## src/shared/mau_pkg.sv

```systemverilog
// Constants and carrier types for the program and data memory addressing unit
package mau_pkg;

    // ****************************************
    // Program counter and vectors
    // ****************************************
    localparam int          PC_W        = 11;
    localparam logic [10:0] PC_ONE      = 11'h001;
    localparam logic [10:0] RESET_VEC   = 11'h000;
    localparam logic [10:0] SW_INT_VEC  = 11'h001;
    localparam logic [10:0] HW_INT_VEC  = 11'h008;
    localparam int          SHORT_W     = 8;
    localparam logic [10:0] RESERVED_LO = 11'h7fe;
    localparam logic [10:0] ROLLING_LO  = 11'h00e;

    // ****************************************
    // Return stack
    // ****************************************
    localparam int          STK_PTR_W   = 3;
    localparam int          STK_ENTRIES = 8;
    localparam logic [3:0]  STK_FULL    = 4'h8;
    localparam logic [3:0]  STK_EMPTY   = 4'h0;
    localparam logic [3:0]  STK_STEP    = 4'h1;
    localparam logic [2:0]  PTR_STEP    = 3'h1;
    localparam logic [2:0]  PTR_RESET   = 3'h0;

    // ****************************************
    // Data space
    // ****************************************
    localparam int          LOC_W       = 7;
    localparam int          BANK_MSB    = 7;
    localparam int          BANK_LSB    = 6;
    localparam logic [6:0]  INDIRECT_LOC = 7'h00;
    localparam logic [6:0]  SFR_LIMIT   = 7'h20;
    localparam logic [6:0]  LOW_LIMIT   = 7'h40;
    localparam logic [1:0]  BANK1       = 2'h1;
    localparam logic [1:0]  BANK3       = 2'h3;

    typedef enum logic [3:0] {
        PC_HOLD       = 4'b0000,
        PC_SEQ        = 4'b0001,
        PC_SHORT_JUMP = 4'b0010,
        PC_SHORT_CALL = 4'b0011,
        PC_LONG_JUMP  = 4'b0100,
        PC_LONG_CALL  = 4'b0101,
        PC_RET        = 4'b0110,
        PC_RET_LIT    = 4'b0111,
        PC_RET_INT    = 4'b1000,
        PC_SW_INT     = 4'b1001,
        PC_HW_INT     = 4'b1010
    } pc_op_e;

    typedef enum logic [1:0] {
        SP_GENERAL = 2'b00,
        SP_CONFIG  = 2'b01,
        SP_PERIPH  = 2'b10
    } space_e;

    typedef struct packed {
        logic        step;
        pc_op_e      op;
        logic [10:0] target;
    } pc_req_s;

    typedef struct packed {
        logic       valid;
        logic       write;
        space_e     space;
        logic [6:0] loc;
    } data_req_s;

    typedef struct packed {
        logic       valid;
        logic       write;
        space_e     space;
        logic       is_sfr;
        logic [7:0] phys_addr;
    } data_acc_s;

endpackage

```

## src/hdl/memory_addressing_unit.sv

```systemverilog
// Program counter, return stack and banked data address generation
//
// Notes on behaviour
// - Program counter is 11 bits, covering all 2K program words.
// - Power-on reset loads program counter with 0x000.
// - Software interrupt sends execution to 0x001.
// - Any accepted hardware interrupt sends execution to 0x008.
// - Short jump and short call reach only 256 locations.
// - Long call and long jump reach any program address.
// - Calls and interrupts push the next instruction address.
// - All three returns pop the top entry into the program counter.
// - Rolling code words are fetched and executed like normal code.
// - Three data spaces decoded: general, config and peripheral.
// - General space has four banks chosen by status bits 7 and 6.
// - Indirect port access uses pointer low seven bits within selected bank.
// - Direct access uses opcode low seven bits within selected bank.
// - General special registers need no dedicated access instruction.
// - General special registers live at 0x00 to 0x1F of bank 0.
// - Special register addresses in banks 1 to 3 land in bank 0.
// - RAM only in bank 0 and bank 1 low half; others fold back.
// - Config and peripheral spaces ignore the bank field.
`timescale 1ns/10ps
module memory_addressing_unit
(
    input  wire logic               CLK,
    input  wire logic               RESET,
    input  wire mau_pkg::pc_req_s   PC_REQ,
    input  wire mau_pkg::data_req_s DATA_REQ,
    input  wire logic [7:0]         STATUS_VALUE,
    input  wire logic [7:0]         POINTER_VALUE,
    output logic [10:0]             PC,
    output mau_pkg::data_acc_s      DATA_ACC,
    output logic [3:0]              STACK_LEVEL
);

    // ****************************************
    // Program counter decode
    // ****************************************
    logic [10:0]        pc_reg;
    logic [10:0]        pc_next;
    logic [10:0]        pc_plus;
    logic [10:0]        short_target;
    logic [10:0]        stack_top;
    logic               is_call;
    logic               is_return;
    logic               push;
    logic               pop;
    logic [2:0]         ptr_reg;
    logic [2:0]         ptr_next;
    logic [2:0]         top_next;
    logic [3:0]         depth_reg;
    logic [3:0]         depth_next;

    assign pc_plus = pc_reg + mau_pkg::PC_ONE;

    assign short_target = {pc_plus[mau_pkg::PC_W-1:mau_pkg::SHORT_W],
                           PC_REQ.target[mau_pkg::SHORT_W-1:0]};

    assign is_call   = (PC_REQ.op == mau_pkg::PC_SHORT_CALL) ||
                       (PC_REQ.op == mau_pkg::PC_LONG_CALL)  ||
                       (PC_REQ.op == mau_pkg::PC_SW_INT)     ||
                       (PC_REQ.op == mau_pkg::PC_HW_INT);
    assign is_return = (PC_REQ.op == mau_pkg::PC_RET)     ||
                       (PC_REQ.op == mau_pkg::PC_RET_LIT) ||
                       (PC_REQ.op == mau_pkg::PC_RET_INT);
    assign push      = PC_REQ.step && is_call;
    assign pop       = PC_REQ.step && is_return;

    always_comb
    begin
        pc_next = pc_reg;
        if (PC_REQ.step)
        begin
            case (PC_REQ.op)
                mau_pkg::PC_HOLD:       pc_next = pc_reg;
                mau_pkg::PC_SEQ:        pc_next = pc_plus;
                mau_pkg::PC_SHORT_JUMP: pc_next = short_target;
                mau_pkg::PC_SHORT_CALL: pc_next = short_target;
                mau_pkg::PC_LONG_JUMP:  pc_next = PC_REQ.target;
                mau_pkg::PC_LONG_CALL:  pc_next = PC_REQ.target;
                mau_pkg::PC_RET:        pc_next = stack_top;
                mau_pkg::PC_RET_LIT:    pc_next = stack_top;
                mau_pkg::PC_RET_INT:    pc_next = stack_top;
                mau_pkg::PC_SW_INT:     pc_next = mau_pkg::SW_INT_VEC;
                mau_pkg::PC_HW_INT:     pc_next = mau_pkg::HW_INT_VEC;
                default:                pc_next = pc_reg;
            endcase
        end
    end

    // ****************************************
    // Return stack pointer
    // ****************************************
    // ring of eight, oldest overwritten
    assign ptr_next = push ? ptr_reg + mau_pkg::PTR_STEP :
                      pop  ? ptr_reg - mau_pkg::PTR_STEP : ptr_reg;
    assign top_next = ptr_next - mau_pkg::PTR_STEP;
    assign depth_next = (push && (depth_reg != mau_pkg::STK_FULL))  ?
                            depth_reg + mau_pkg::STK_STEP :
                        (pop && (depth_reg != mau_pkg::STK_EMPTY)) ?
                            depth_reg - mau_pkg::STK_STEP : depth_reg;

    return_stack_ram u_stack
    (
        .clk     (CLK),
        .reset   (RESET),
        .wr_en   (push),
        .wr_addr (ptr_reg),
        .wr_data (pc_plus),
        .rd_addr (top_next),
        .rd_data (stack_top)
    );

    always_ff @(posedge CLK or posedge RESET)
    begin
        if (RESET)
        begin
            pc_reg    <= mau_pkg::RESET_VEC;
            ptr_reg   <= mau_pkg::PTR_RESET;
            depth_reg <= mau_pkg::STK_EMPTY;
        end
        else
        begin
            pc_reg    <= pc_next;
            ptr_reg   <= ptr_next;
            depth_reg <= depth_next;
        end
    end

    // ****************************************
    // Data address decode
    // ****************************************
    logic [1:0]         bank_select_field;
    logic               indirect;
    logic [6:0]         gen_loc;
    logic               gen_sfr;
    logic               phys_bank1;
    logic [7:0]         gen_addr;
    logic [7:0]         side_addr;
    mau_pkg::data_acc_s acc_next;
    mau_pkg::data_acc_s acc_reg;

    assign bank_select_field = STATUS_VALUE[mau_pkg::BANK_MSB:mau_pkg::BANK_LSB];
    assign indirect = (DATA_REQ.loc == mau_pkg::INDIRECT_LOC);

    assign gen_loc = indirect ? POINTER_VALUE[mau_pkg::LOC_W-1:0] : DATA_REQ.loc;

    // all banks fold to bank 0
    assign gen_sfr = (gen_loc < mau_pkg::SFR_LIMIT);

    // only banks 1 and 3 low half reach bank 1 RAM
    assign phys_bank1 = !gen_sfr && (gen_loc < mau_pkg::LOW_LIMIT) &&
                        ((bank_select_field == mau_pkg::BANK1) ||
                         (bank_select_field == mau_pkg::BANK3));
    assign gen_addr  = {phys_bank1, gen_loc};

    assign side_addr = {1'b0, DATA_REQ.loc};

    always_comb
    begin
        acc_next.valid     = DATA_REQ.valid;
        acc_next.write     = DATA_REQ.write;
        acc_next.space     = DATA_REQ.space;
        acc_next.is_sfr    = 1'b0;
        acc_next.phys_addr = side_addr;
        case (DATA_REQ.space)
            mau_pkg::SP_GENERAL:
            begin
                acc_next.is_sfr    = gen_sfr;
                acc_next.phys_addr = gen_addr;
            end
            mau_pkg::SP_CONFIG:  acc_next.phys_addr = side_addr;
            mau_pkg::SP_PERIPH:  acc_next.phys_addr = side_addr;
            default:             acc_next.valid = 1'b0;
        endcase
    end

    always_ff @(posedge CLK or posedge RESET)
    begin
        if (RESET)
            acc_reg <= '0;
        else
            acc_reg <= acc_next;
    end

    assign PC          = pc_reg;
    assign DATA_ACC    = acc_reg;
    assign STACK_LEVEL = depth_reg;
endmodule

```

## src/hdl/return_stack_ram.sv

```systemverilog
// Eight-entry return address memory with registered read and write bypass
`timescale 1ns/10ps
module return_stack_ram
(
    input  wire logic        clk,
    input  wire logic        reset,
    input  wire logic        wr_en,
    input  wire logic [2:0]  wr_addr,
    input  wire logic [10:0] wr_data,
    input  wire logic [2:0]  rd_addr,
    output logic      [10:0] rd_data
);

    logic [10:0] mem [0:mau_pkg::STK_ENTRIES-1];

    always_ff @(posedge clk)
    begin
        if (wr_en)
            mem[wr_addr] <= wr_data;
    end

    // Bypass so a pop right after a push sees the new word
    always_ff @(posedge clk or posedge reset)
    begin
        if (reset)
            rd_data <= mau_pkg::RESET_VEC;
        else if (wr_en && (wr_addr == rd_addr))
            rd_data <= wr_data;
        else
            rd_data <= mem[rd_addr];
    end

endmodule

```

## config.mk

```make
export PLATFORM = sky130hd
export DESIGN_NAME = memory_addressing_unit
export DESIGN_NICKNAME = d
export VERILOG_FILES = /design/src/shared/mau_pkg.sv /design/src/hdl/memory_addressing_unit.sv /design/src/hdl/return_stack_ram.sv
export SDC_FILE = /design/constraint.sdc
export NUM_CORES = 1
export LEC_CHECK = 0
export CELL_PAD_IN_SITES_DETAIL_PLACEMENT = 2
export CELL_PAD_IN_SITES_GLOBAL_PLACEMENT = 2
export CORE_MARGIN = 2
export CORE_UTILIZATION = 40
export CTS_BUF_LIST = sky130_fd_sc_hd__clkbuf_8
export DETAILED_ROUTE_END_ITERATION = 8
export DONT_BUFFER_PORTS = 1
export GPL_TIMING_DRIVEN = 0
export HOLD_SLACK_MARGIN = 0.05
export PLACE_DENSITY = 0.78
export RECOVER_POWER = 25
export SLEW_MARGIN = 20
export SYNTH_ARGS = -nofsm -noshare
export SYNTH_HDL_FRONTEND = slang
export SYNTH_SLANG_ARGS = --single-unit
```

## constraint.sdc

```tcl
create_clock -name CLK -period 3.22 [get_ports CLK]
set_input_delay 0 -clock CLK [delete_from_list [all_inputs] [get_ports CLK]]
set_output_delay 0 -clock CLK [all_outputs]
set_load 0.03 [all_outputs]
```

==> results.md, run 1 <==
| Step | Result | Reported |
|:---|:---|:---|
| final layout | Total number of nets in the final design | 670 |
| power | Clock network power share | 22.4% |
| worst hold path | Hold Path Class | input port to flop |
| critical path | Startpoint of the worst register-to-register path | ptr_reg[0] |
| sta | Final count of negative-setup-slack endpoints | 0 |
| sta | Final slew viol count | 28 |
| yosys | List of most frequent post-synthesis cells | edfxtp_1, nand2_1, dfrtp_1 |
| yosys | Cell with the most instances after synthesis | edfxtp_1 |
| outcome | Outcome | finished with violations |
| critical path | Instance count on the critical path | 12 |
| die | Die ar. | 0.0170 sq mm |
| final layout | Area growth syn-to-layout | 22.1% |
| final layout | Fraction of layout cells with a size suffix above 1 | 21.8% |
| power | Worst-case vdd ir drop | 0.492 mV |
| yosys | Number of synthesized register bits | 130 |
| final layout | # diodes | 0 |
| power | Sequential fraction of design power | 36.6% |
| yosys | Most instantiated flip-flop cell in the synthesis netlist | edfxtp_1 |
| place | Cell area after placement | 0.00676 sq mm |
| yosys | Dominant combinational cell family by area after synthesis | compound AO/OA/AOI/OAI gates |
| sta | Period utilization | 95.7% |
| die | I/O Pins | 73 |
| clock tree | Number of levels in the clock H-tree | 4 |
| yosys | Synth Warn # | 0 |
| sta | Total count of hold-check failures in the final report | 0 |
| yosys | Netlist area before placement | 0.00640 sq mm |
| final layout | Flip-flop count of the largest register, all copies and words added | 88 |
| die | Height of the die | 131 um |
| detailed routing | Via count of the routed design | 5212 |
| critical path | Arrival time at the worst endpoint | 3.41 ns |
| power | Relative contribution of combinational cells to total power | 41.0% |
| die | Std cell rows | 46 |
| clock tree | Clock root buffer master | clkbuf_8 |
| global route | Antenna violations before repair | 0 |
| yosys | Async set-or-reset flop fraction in the synthesized netlist | 32.3% |
| yosys | Seq/Total Area, Yosys | 57.7% |
| die | Initial cell density of the core | 40.6% |
| yosys | Post-synthesis share of cell area spent on xor and xnor gates | 2.48% |
| global route | Overall global routing resource usage | 29.0% |
| yosys | Post-Syn Instances | 543 |
| yosys | Share of the synthesized area in compound gates (AO/OA/AOI/OAI) | 16.6% |
| global route | Maximum number of pins on one net before global-route repair | 28 |
| worst hold path | Hold Path End | DATA_ACC[11] |
| power | Leak pwr | 2.97 nW |
| clock tree | Clock latency at the later pin of the worst-skew pair | 0.48 ns |
| die | Core box area | 0.0158 sq mm |
| sta | Measured slew at the worst slew-check pin | 1.70 ns |
| detailed routing | Final routed wirelength across all metal layers | 24.8 mm |
| critical path | Largest delay share family, worst path | compound AO/OA/AOI/OAI gates |
| place | Port Buf Inserts | 0 |
| critical path | Worst path most repeated cell | buf_4 |
| worst hold path | Hold Path Stages | 1 |
| yosys | EDFF count, synth | 88 |
| yosys | Synthesized-area fraction occupied by adder cells | 1.29% |
| clock tree | Number of buffers inserted during clock tree synthesis | 17 |
| yosys | Number of library cell types mapped by synthesis | 69 |
| critical path | Slowest-stage cell, CP | dfrtp_1 |
| global route | Wire length of the first global-routing pass | 35.3 mm |
| job | Max-cap violation count | 1 |
| clock tree | Clk sinks | 130 |
| clock tree | Maximum count of clock buffers along a single path | 2 |
| detailed routing | Avg Vias per Cell | 6.15 |
| detailed routing | First-pass DRT Iterations | 6 |
| power | Power Dens Cells | 868 mW/mm^2 |
| final layout | Post-Layout Inst Area | 0.00782 sq mm |
| critical path | Type of origin of the critical path | flop |
| critical path | Cell depth of the worst flop-to-flop path | 12 |
| critical path | Worst endpoint required time | 3.55 ns |
| critical path | Buf/Inv on CP | 4 |
| outcome | Violations in the final reports | capacitance limit, slew limit |
| place | Dpl hpwl | 14.6 mm |
| critical path | Capture instance of the worst register-to-register path | u_stack.rd_data[3] |
| yosys | Ranking of synthesized cells by area | edfxtp_1, dfrtp_1, o21ai_0 |
| critical path | Category of the critical setup timing path | flop to flop |
| clock tree | CTS tree | done |
| sta | Highest achievable clock rate | 325 MHz |
| worst hold path | Hold path startpoint | DATA_REQ[9] |
| yosys | Mean cell area of the mapped netlist | 11.8 sq um |
| sta | Clock period minus final worst setup slack | 3.08 ns |
| power | Power spent charging and discharging nets | 2.84 mW |
| detailed routing | Avg WL per Cell | 29.3 um |
| global route | Remaining global-route overflow | 0 |
| critical path | Cell-by-cell listing of the critical path | buf_6 -> inv_1 -> ha_1 -> buf_4 -> and4b_1 -> a211oi_2 -> o21ai_2 -> a32o_2 -> buf_4 -> a211o_1 -> a221oi_4 -> a221oi_1 |
| critical path | Maximum fanout encountered on the critical timing path | 10 |
| die | Die width | 131 um |
| yosys | Number of nets produced by synthesis | 594 |
| yosys | Simple-Gate Fraction of Synth Area | 13.4% |
| critical path | Critical path capture point type | flop |
| yosys | Post-synthesis mux area share | 4.51% |
| power | Switching fraction of total power | 41.8% |
| critical path | Largest stage delay on the critical path | 0.40 ns |
| sta | Worst relative slew slack | -13.3% |
| detailed routing | Number of remaining DRC errors | 0 |
| final layout | Layout Cells excl Fill | 848 |
| clock tree | Reg clk slew, reported paths | 0.09 ns |
| yosys | Top cell type's share of synthesized area | 41.3% |
| global route | Via count of the first global-routing pass | 5487 |
| place | Number of placed instances, taps included | 765 |
| critical path | Worst setup slack for register-to-register paths | 0.14 ns |
| detailed routing | First-iteration detailed-routing DRC count | 335 |
| power | Internal Power | 3.95 mW |
| sta | Post-route clock skew | 0.0260 ns |
| place | Placer Congestion | 0.806 |
| final layout | Largest Register | u_stack.mem |
| detailed routing | Antenna Violating Nets Remaining | 0 |
| yosys | Biggest area consumer among synthesized cells | edfxtp_1 |
-- stage by stage --
step / hold WS (ns) / setup TNS [ns] / worst slack, ns / util (%) / power (mW)
final: 0.105 / 0 / 0.140 / 49.6 / 6.79
after global routing: 0.0917 / -0.00530 / -0.00530 / 49.6 / 7.04
after CTS: 0.0773 / 0 / 0.0186 / 48.7 / 6.44
after detailed placement: -0.122 / -6.70 / -0.729 / 42.9 / 4.67
after global placement: 0.0315 / -6.02 / -0.598 / 42.3 / 4.54
after floorplan: 0.0314 / 0 / 0.230 / - / 3.86
-- routing by layer --
| layer | track usage [%] | vias up | share of wire [%] |
|---|---|---|---|
| met2 | 49.2 | 191 | 51 |
| met1 | 34.8 | 2737 | 39 |
| li1 | - | 2216 | - |
| met4 | 15.6 | 0 | 4.4 |
| met5 | 0 | - | 0 |
| met3 | 6.11 | 68 | 5.2 |
-- cells by family after synthesis --
family,after synthesis
muxes,26
xor gates and xnor gates,16
and+or+nand+nor,162
adders and majority gates,6
DFF,130
AOI/OAI and AO/OA,147
buffers and inverters,56
-- worst max-delay path by stage --
stage / start / endpoint / slack [ns]
floorplan: ptr_reg[0] / u_stack.rd_data[10] / 0.23
global placement: ptr_reg[0] / u_stack.rd_data[4] / -0.60
detailed placement: ptr_reg[0] / u_stack.rd_data[4] / -0.73
CTS: ptr_reg[0] / u_stack.rd_data[1] / 0.02
global route: ptr_reg[0] / u_stack.rd_data[9] / -0.005
finish: ptr_reg[0] / u_stack.rd_data[3] / 0.14
-- cell type report --
type	instances	area, sq um
buffer	38	211
clock buffer	17	234
fill	1559	7950
multi-input combinational	357	2620
clock inverter	15	183
inverter	17	63.8
sequential	130	3690
tap	216	270
timing repair buffer	58	548
-- repair_timing --
action,CTS,global route
setup endpoints to repair,13,12
pin swaps,1,5
hold buffers,36,0
buffers inserted,4,12
hold endpoints to repair,66,0
resized for setup,19,13
-- cells in the final DEF, fill, tap and decap left out, types with 5 or more instances in the layout --
cell / instances
nand3_1: 23
buf_2: 16
mux2i_1: 14
nor3_2: 5
nor2b_1: 6
a22oi_1: 6
ha_1: 5
buf_4: 23
dlygate4sd3_1: 36
clkbuf_1: 12
xnor2_1: 7
a211oi_1: 15
a211o_1: 6
nand2_1: 44
nand2b_1: 7
nor2_1: 22
and3_1: 22
clkbuf_8: 17
nor3_1: 7
a21o_1: 10
mux2_2: 10
dfrtp_1: 41
a221oi_1: 11
a31o_2: 10
edfxtp_1: 88
a21oi_1: 11
inv_1: 15
o21ai_0: 35
a22o_1: 6
o22ai_1: 6
-- power groups by stage --
| stage | Sequential (mW) | Combinational, mW | Clock [mW] |
|---|---|---|---|
| final | 2.48 | 2.79 | 1.52 |
| after global routing | 2.51 | 2.94 | 1.60 |
| after CTS | 2.47 | 2.46 | 1.51 |
| after detailed placement | 2.49 | 2.18 | 0 |
| after global placement | 2.47 | 2.06 | 0 |
| after floorplan | 2.40 | 1.46 | 0 |
Power figures use the tool's default switching activity.
==> run 2, diff against run 1 <==
--- a/config.mk
+++ b/config.mk
@@ -5,16 +5,16 @@
 export SDC_FILE = /design/constraint.sdc
 export NUM_CORES = 1
 export LEC_CHECK = 0
+export ABC_AREA = 1
 export CELL_PAD_IN_SITES_DETAIL_PLACEMENT = 2
 export CELL_PAD_IN_SITES_GLOBAL_PLACEMENT = 2
 export CORE_MARGIN = 2
-export CORE_UTILIZATION = 40
+export CORE_UTILIZATION = 37
 export CTS_BUF_LIST = sky130_fd_sc_hd__clkbuf_8
 export DETAILED_ROUTE_END_ITERATION = 8
 export DONT_BUFFER_PORTS = 1
 export GPL_TIMING_DRIVEN = 0
-export HOLD_SLACK_MARGIN = 0.05
-export PLACE_DENSITY = 0.78
+export PLACE_DENSITY = 0.77
 export RECOVER_POWER = 25
 export SLEW_MARGIN = 20
 export SYNTH_ARGS = -nofsm -noshare
==> run 2 against run 1 <==
The run still ends with capacitance limit, slew limit left. Die area rose by 2.8%. Routed wire length fell by 9.5%. Synthesized cell count increased by 19%. Worst hold slack lost 0.084 ns. Total power down 6.1%. Utilization is 4.2 points lower. Cell area down 7.1%. Sequential power about the same. Final cell count grew 11%. Critical path type unchanged. Largest power group is now sequential cells. Highest routed layer unchanged.
==> results.md, run 2 <==
| Step | Result | Reported | Delta |
|:---|:---|:---|:---|
| final layout | Most used cells in the layout excluding fill and tap cells | nand2_1, edfxtp_1, dlygate4sd3_1, dfrtp_1, nand3_1 | was edfxtp_1, nand2_1, dfrtp_1, dlygate4sd3_1, o21ai_0 |
| clock tree | Clk sinks | 130 | unchanged |
| sta | Worst relative slew slack | -23.3% | was -13.3% |
| power | Clock network power share | 23.8% | was 22.4% |
| die | Die width | 132 um | was 131 um |
| place | Port Buf Inserts | 0 | unchanged |
| clock tree | Reg clk slew, reported paths | 0.09 ns | about the same |
| yosys | Mean cell area of the mapped netlist | 9.43 sq um | was 11.8 sq um |
| clock tree | Clock latency at the later pin of the worst-skew pair | 0.47 ns | was 0.48 ns |
| sta | Post-route clock skew | 0.0210 ns | was 0.0260 ns |
| yosys | Synthesized-area fraction occupied by adder cells | 1.35% | was 1.29% |
| sta | Clock period minus final worst setup slack | 3.12 ns | was 3.08 ns |
| power | Post-layout total power | 6.38 mW | was 6.79 mW |
| place | Placer Congestion | 0.825 | was 0.806 |
| power | Sequential fraction of design power | 38.9% | was 36.6% |
| die | I/O Pins | 73 | unchanged |
| power | Leak pwr | 3.17 nW | was 2.97 nW |
| detailed routing | Antenna Violating Nets Remaining | 0 | unchanged |
| detailed routing | Final routed wirelength across all metal layers | 22.5 mm | was 24.8 mm |
| sta | Measured slew at the worst slew-check pin | 1.85 ns | was 1.70 ns |
| power | Relative contribution of combinational cells to total power | 37.3% | was 41.0% |
| critical path | Type of origin of the critical path | flop | unchanged |
| yosys | Top cell type's share of synthesized area | 43.4% | was 41.3% |
| place | Dpl hpwl | 13.4 mm | was 14.6 mm |
| sta | Final count of negative-setup-slack endpoints | 0 | unchanged |
| yosys | Post-synthesis share of cell area spent on xor and xnor gates | 1.87% | was 2.48% |
| critical path | Buf/Inv on CP | 1 | was 4 |
| sta | Period utilization | 97.0% | was 95.7% |
| detailed routing | Number of remaining DRC errors | 0 | unchanged |
| sta | Highest achievable clock rate | 320 MHz | was 325 MHz |
| yosys | Cell with the most instances after synthesis | nand2_1 | was edfxtp_1 |
| die | Die ar. | 0.0175 sq mm | was 0.0170 sq mm |
| final layout | Largest Register | u_stack.mem | unchanged |
| clock tree | Number of buffers inserted during clock tree synthesis | 17 | unchanged |
| global route | Wire length of the first global-routing pass | 34.6 mm | was 35.3 mm |
| final layout | Total number of nets in the final design | 760 | was 670 |
| detailed routing | First-pass DRT Iterations | 5 | was 6 |
| clock tree | Clock root buffer master | clkbuf_8 | unchanged |
| final layout | Fraction of layout cells with a size suffix above 1 | 12.9% | was 21.8% |
| power | Power Dens Cells | 877 mW/mm^2 | was 868 mW/mm^2 |
| detailed routing | Avg Vias per Cell | 5.29 | was 6.15 |
| yosys | Share of the synthesized area in compound gates (AO/OA/AOI/OAI) | 3.28% | was 16.6% |
| power | Worst-case vdd ir drop | 0.387 mV | was 0.492 mV |
| yosys | Number of nets produced by synthesis | 697 | was 594 |
| critical path | Largest stage delay on the critical path | 0.64 ns | was 0.40 ns |
| global route | Remaining global-route overflow | 0 | unchanged |
| yosys | Synth Warn # | 0 | unchanged |
| yosys | Most instantiated flip-flop cell in the synthesis netlist | edfxtp_1 | unchanged |
| critical path | Cell-by-cell listing of the critical path | ha_1 -> nand3_1 -> nor2_1 -> and3_1 -> nand2_1 -> xor2_2 -> nand2_1 -> a31oi_1 -> dlygate4sd3_1 | was buf_6 -> inv_1 -> ha_1 -> buf_4 -> and4b_1 -> a211oi_2 -> o21ai_2 -> a32o_2 -> buf_4 -> a211o_1 -> a221oi_4 -> a221oi_1 |
| worst hold path | Hold Path Class | input port to flop | unchanged |
| clock tree | Maximum count of clock buffers along a single path | 2 | unchanged |
| final layout | Most frequent standard cell in the layout excluding fill and tap cells | nand2_1 | was edfxtp_1 |
| yosys | Dominant combinational cell family by area after synthesis | simple AND/OR/NAND/NOR gates | was compound AO/OA/AOI/OAI gates |
| final layout | Flip-flop count of the largest register, all copies and words added | 88 | unchanged |
| sta | Unrepaired setup endpoints after global routing | no |  |
| global route | Maximum number of pins on one net before global-route repair | 32 | was 28 |
| final layout | # diodes | 0 | unchanged |
| detailed routing | Avg WL per Cell | 23.9 um | was 29.3 um |
| yosys | EDFF count, synth | 88 | unchanged |
| yosys | Biggest area consumer among synthesized cells | edfxtp_1 | unchanged |
| critical path | Largest delay share family, worst path | simple AND/OR/NAND/NOR gates | was compound AO/OA/AOI/OAI gates |
| global route | Overall global routing resource usage | 26.5% | was 29.0% |
| power | Internal Power | 3.59 mW | was 3.95 mW |
| critical path | Maximum fanout encountered on the critical timing path | 10 | unchanged |
| power | Switching fraction of total power | 43.7% | was 41.8% |
| yosys | Netlist area before placement | 0.00609 sq mm | was 0.00640 sq mm |
| sta | Final slew viol count | 32 | was 28 |
| critical path | Worst endpoint required time | 3.62 ns | was 3.55 ns |
| die | Core box area | 0.0160 sq mm | was 0.0158 sq mm |
| power | Power spent charging and discharging nets | 2.79 mW | was 2.84 mW |
| yosys | Ranking of synthesized cells by area | edfxtp_1, nand2_1, dfrtp_1 | was edfxtp_1, dfrtp_1, o21ai_0 |
| outcome | Violations in the final reports | capacitance limit, slew limit | unchanged |
| die | Std cell rows | 46 | unchanged |
| global route | Via count of the first global-routing pass | 5734 | was 5487 |
| critical path | Worst setup slack for register-to-register paths | 0.1 ns | was 0.14 ns |
| critical path | Worst path most repeated cell | nand2_1 | was buf_4 |
| sta | Sum of negative setup slack | 0 ns | unchanged |
| yosys | Number of synthesized register bits | 130 | unchanged |
| yosys | List of most frequent post-synthesis cells | nand2_1, edfxtp_1, dfrtp_1 | was edfxtp_1, nand2_1, dfrtp_1 |
| critical path | Critical path capture point type | flop | unchanged |
| yosys | Post-synthesis mux area share | 0.185% | was 4.51% |
| global route | Antenna violations before repair | 0 | unchanged |
| yosys | Seq/Total Area, Yosys | 60.6% | was 57.7% |
| sta | Total count of hold-check failures in the final report | 0 | unchanged |
| outcome | Outcome | finished with violations | unchanged |
| final layout | Filler cells | 1732 | was 1559 |
| yosys | Post-Syn Instances | 646 | was 543 |
| detailed routing | Via count of the routed design | 4960 | was 5212 |
| critical path | Category of the critical setup timing path | flop to flop | unchanged |
| yosys | Simple-Gate Fraction of Synth Area | 28.6% | was 13.4% |
| detailed routing | First-iteration detailed-routing DRC count | 261 | was 335 |
| critical path | Slowest-stage cell, CP | dfrtp_1 | unchanged |
| critical path | Arrival time at the worst endpoint | 3.52 ns | was 3.41 ns |
| yosys | Number of library cell types mapped by synthesis | 37 | was 69 |
| die | Initial cell density of the core | 38.1% | was 40.6% |
| yosys | Async set-or-reset flop fraction in the synthesized netlist | 32.3% | unchanged |
| clock tree | CTS tree | done | unchanged |
| job | Max-cap violation count | 1 | unchanged |
| die | Height of the die | 132 um | was 131 um |
| sta | Worst hold margin | 0.0207 ns | was 0.105 ns |
| final layout | Area growth syn-to-layout | 19.3% | was 22.1% |
| clock tree | Number of levels in the clock H-tree | 4 | unchanged |
run 2: metrics by stage:
step           area, sq um  instances  worst slack (ns)  utilization, %
4_1_cts               7250        938             0.138            45.3
5_1_grt               7270        938            0.0165            45.4
3_5_place_dp          6400        863             0.549            40.0
6_report              7270        938            0.0974            45.4
3_3_place_gp          6360        862             0.688            39.8
2_1_floorplan         6090        646              1.01               -
run 2: metal layers:
layer / share of wire [%] / wire length, um / up-vias / track usage (%)
met3: 4.3 / 958 / 28 / 4.54
met1: 40 / 9040 / 2557 / 32.0
li1: - / - / 2230 / -
met2: 53 / 12000 / 145 / 48.2
met5: 0 / 0 / - / 0
met4: 2.0 / 450 / 0 / 8.42
run 2: kinds of logic (layout without fill, tap and decap cells):
kind of cell / count (synthesis) / count (layout)
compound gates: 31 / 31
xor+xnor: 13 / 13
fa+ha+maj: 6 / 6
buf+inv: 50 / 126
flops: 130 / 130
mux: 1 / 1
simple gates: 415 / 415
run 2: worst paths after layout:
kind	startpoint	endpoint	cells after the start
max in group asynchronous	RESET	u_stack.rd_data[8]	3
min in group asynchronous	RESET	PC[1]	3
worst min register to register	u_stack.rd_data[2]	PC[2]	2
worst max-delay path	PC[0]	PC[8]	9
worst min-delay path	PC_REQ[15]	ptr_reg[2]	6
worst max register to register	PC[0]	PC[8]	9
run 2: tightest hold or removal path, cell delays in order:
cell and delay, ns:
nand2_2 0.06, nand2_1 0.06, nand2_1 0.05, nand2_1 0.06, nand2_1 0.10, inv_2 0.09
run 2: repair_timing:
| item | CTS | global route |
|---|---|---|
| hold buffers | 43 | 0 |
| hold endpoints to repair | 67 | 0 |
| buffers inserted | 0 | 0 |
| resized for setup | 0 | 3 |
| endpoints found under the setup margin | 0 | 3 |
run 2: power by group through the flow:
stage / Clock (mW) / Sequential [mW] / Combinational, mW
floorplan: 0 / 2.43 / 1.42
global placement: 0 / 2.48 / 2.03
detailed placement: 0 / 2.49 / 2.20
CTS: 1.51 / 2.46 / 2.31
global route: 1.59 / 2.50 / 2.61
finish: 1.52 / 2.48 / 2.38
run 2: area by class of cell:
cell class	count	area (sq um)	share of cell area, %
buffer	23	148	2.03
clock buffer	19	262	3.60
clock inverter	13	159	2.19
inverter	27	101	1.39
multi-input combinational	466	2200	30.3
sequential	130	3690	50.8
tap	216	270	3.72
timing repair buffer	44	434	5.97
==> run 3, diff against run 2 <==
==> constraint.sdc (replaced) <==
create_clock -name CLK -period 3.22 [get_ports CLK]
set_input_delay 0 -clock CLK [delete_from_list [all_inputs] [get_ports CLK]]
set_output_delay 0 -clock CLK [all_outputs]
set_load 0.01 [all_outputs]
==> run 3 against run 2 <==
The flow still finishes with violations (capacitance limit, slew limit). Routed wire length shrank 2.1%. Die area unchanged. Fmax increased by 1.8%. Combinational power about the same. Register-to-register slack better by 0.06 ns. Clock power hardly changed. Global-route usage shrank 0.75 points. Flip-flop and latch count is the same. Sequential power down 5%. Critical path type unchanged. Largest power group unchanged.
==> results.md, run 3 (synthesized netlist as in run 2, its figures left out) <==
| Step | Result | Reported | Delta |
|:---|:---|:---|:---|
| outcome | Outcome | finished with violations | unchanged |
| outcome | Violations in the final reports | capacitance limit, slew limit | unchanged |
| final layout | # diodes | 0 | unchanged |
| critical path | Capture instance of the worst register-to-register path | PC[10] | was PC[8] |
| detailed routing | First-iteration detailed-routing DRC count | 280 | was 261 |
| place | Number of placed instances, taps included | 863 | unchanged |
| die | Initial cell density of the core | 38.1% | unchanged |
| job | Max-cap violation count | 1 | unchanged |
| sta | Total count of hold-check failures in the final report | 0 | unchanged |
| power | Power Dens Cells | 856 mW/mm^2 | was 877 mW/mm^2 |
| worst hold path | Hold Path Stages | 6 | unchanged |
| power | Switching fraction of total power | 42.3% | was 43.7% |
| critical path | Worst endpoint required time | 3.62 ns | about the same |
| final layout | Area growth syn-to-layout | 19.3% | unchanged |
| sta | Post-route clock skew | 0.0187 ns | was 0.0210 ns |
| final layout | Most frequent standard cell in the layout excluding fill and tap cells | nand2_1 | unchanged |
| clock tree | Clock root buffer master | clkbuf_8 | unchanged |
| final layout | Filler cells | 1742 | was 1732 |
| sta | Highest achievable clock rate | 326 MHz | was 320 MHz |
| global route | Maximum number of pins on one net before global-route repair | 32 | unchanged |
| clock tree | Reg clk slew, reported paths | 0.09 ns | about the same |
| die | Die width | 132 um | unchanged |
| place | Dpl hpwl | 13.4 mm | unchanged |
| critical path | Category of the critical setup timing path | flop to flop | unchanged |
| global route | Wire length of the first global-routing pass | 33.9 mm | was 34.6 mm |
| die | Std cell rows | 46 | unchanged |
| detailed routing | Number of remaining DRC errors | 0 | unchanged |
| detailed routing | Via count of the routed design | 4881 | was 4960 |
| critical path | Cell depth of the worst flop-to-flop path | 9 | unchanged |
| global route | Via count of the first global-routing pass | 5633 | was 5734 |
| critical path | Type of origin of the critical path | flop | unchanged |
| clock tree | Clock latency at the later pin of the worst-skew pair | 0.46 ns | was 0.47 ns |
| sta | Unrepaired setup endpoints after global routing | no | unchanged |
| die | Die ar. | 0.0175 sq mm | unchanged |
| global route | Remaining global-route overflow | 0 | unchanged |
| critical path | Worst setup slack for register-to-register paths | 0.15 ns | was 0.1 ns |
| final layout | Flip-flop count of the largest register, all copies and words added | 88 | unchanged |
| sta | Clock period minus final worst setup slack | 3.07 ns | was 3.12 ns |
| final layout | Total number of nets in the final design | 760 | unchanged |
| critical path | Arrival time at the worst endpoint | 3.46 ns | was 3.52 ns |
| die | Core box area | 0.0160 sq mm | unchanged |
| sta | Final slew viol count | 32 | unchanged |
| final layout | Multi-input gate area in the final layout | 0.00220 sq mm | unchanged |
| power | Relative contribution of combinational cells to total power | 37.8% | was 37.3% |
| global route | Antenna violations before repair | 0 | unchanged |
| final layout | Layout Cells excl Fill | 938 | unchanged |
| critical path | Critical path capture point type | flop | unchanged |
| sta | Sum of negative setup slack | 0 ns | unchanged |
| power | Internal Power | 3.59 mW | about the same |
| final layout | Largest Register | u_stack.mem | unchanged |
| final layout | Utilization after layout | 45.4% | unchanged |
| place | Port Buf Inserts | 0 | unchanged |
| clock tree | CTS tree | done | unchanged |
| worst hold path | Hold Path End | ptr_reg[2] | unchanged |
| global route | Overall global routing resource usage | 25.8% | was 26.5% |
| clock tree | Number of buffers inserted during clock tree synthesis | 17 | unchanged |
| sta | Final count of negative-setup-slack endpoints | 0 | unchanged |
| detailed routing | Antenna Violating Nets Remaining | 0 | unchanged |
| sta | Period utilization | 95.2% | was 97.0% |
| power | Power spent charging and discharging nets | 2.63 mW | was 2.79 mW |
| sta | Measured slew at the worst slew-check pin | 1.82 ns | was 1.85 ns |
| sta | Worst hold margin | 0.0274 ns | was 0.0207 ns |
| sta | Worst relative slew slack | -21.5% | was -23.3% |
| detailed routing | First-pass DRT Iterations | 4 | was 5 |
| die | I/O Pins | 73 | unchanged |
| critical path | Maximum fanout encountered on the critical timing path | 10 | unchanged |
| power | Clock network power share | 24.2% | was 23.8% |
| clock tree | Clk sinks | 130 | unchanged |
| worst hold path | Hold Path Class | input port to flop | unchanged |
| detailed routing | Avg Vias per Cell | 5.20 | was 5.29 |
| power | Leak pwr | 3.17 nW | about the same |
| critical path | Startpoint of the worst register-to-register path | PC[1] | was PC[0] |
| detailed routing | Final routed wirelength across all metal layers | 22.0 mm | was 22.5 mm |
| final layout | Sequential cell area in the final layout | 0.00369 sq mm | unchanged |
| power | Post-layout total power | 6.22 mW | was 6.38 mW |
| clock tree | Maximum count of clock buffers along a single path | 2 | unchanged |
| detailed routing | Avg WL per Cell | 23.5 um | was 23.9 um |
| power | Worst-case vdd ir drop | 0.417 mV | was 0.387 mV |
| die | Height of the die | 132 um | unchanged |
| power | Sequential fraction of design power | 38.0% | was 38.9% |
| worst hold path | Hold path startpoint | PC_REQ[15] | unchanged |
| final layout | Most used cells in the layout excluding fill and tap cells | nand2_1, edfxtp_1, dlygate4sd3_1, dfrtp_1, nand3_1 | unchanged |
| place | Placer Congestion | 0.825 | unchanged |
| clock tree | Number of levels in the clock H-tree | 4 | unchanged |
| final layout | Fraction of layout cells with a size suffix above 1 | 12.9% | unchanged |
run 3: cell types whose count changed in the layout (fill, tap and decap cells not counted):
cell	delta
inv_1	+1
clkinv_1	-1
run 3: worst max-delay path, cell delays in order (launching register included):
cell	delay (ns)
dfrtp_1	0.49
ha_1	0.25
nand3_1	0.14
nor2_1	0.19
and3_1	0.25
nand4_1	0.16
xnor2_2	0.55
nand2_1	0.20
a31oi_1	0.20
dlygate4sd3_1	0.57
run 3: what timing repair did:
item                                    CTS  global route
hold buffers                             43             0
buffers inserted                          0             0
endpoints found under the hold margin    67             0
gates resized for setup                   0             3
endpoints found under the setup margin    0             3
run 3: area by class of cell:
cell class / instances / area share, %
flip-flops and latches: 130 / 50.8
multi-input cells: 466 / 30.3
repair buffers: 44 / 5.97
well taps: 216 / 3.72
clock buffers: 19 / 3.60
clock inverters: 13 / 2.19
plain buffers: 23 / 2.03
inverters: 27 / 1.39
run 3: power by group through the flow:
stage,Sequential [mW],Clock [mW],Combinational (mW)
2_1_floorplan,2.31,0,1.42
3_3_place_gp,2.36,0,2.03
3_5_place_dp,2.37,0,2.20
4_1_cts,2.35,1.51,2.31
5_1_grt,2.39,1.59,2.60
6_report,2.36,1.51,2.35
run 3: metal layers:
layer | GRT usage (%) | part of all wire, %
met1 | 30.9 | 41
met2 | 47.4 | 53
met3 | 4.27 | 5.1
met4 | 7.53 | 1.6
met5 | 0 | 0
run 3: how the worst max path moves through the flow:
stage	start	to	slack, ns	cells past startpoint
detailed placement	ptr_reg[0]	u_stack.rd_data[10]	0.65	15
CTS	PC[1]	PC[10]	0.17	9
floorplan	STACK_LEVEL[0]	STACK_LEVEL[3]	1.12	9
global placement	ptr_reg[1]	u_stack.rd_data[2]	0.79	15
finish	PC[1]	PC[10]	0.15	9
global route	PC[1]	PC[10]	0.08	9
run 3: through the flow:
stage	instance area, sq um	setup WS [ns]
after floorplan	6090	1.12
after global placement	6360	0.793
after detailed placement	6400	0.655
after CTS	7250	0.169
after global routing	7270	0.0796
final	7270	0.153
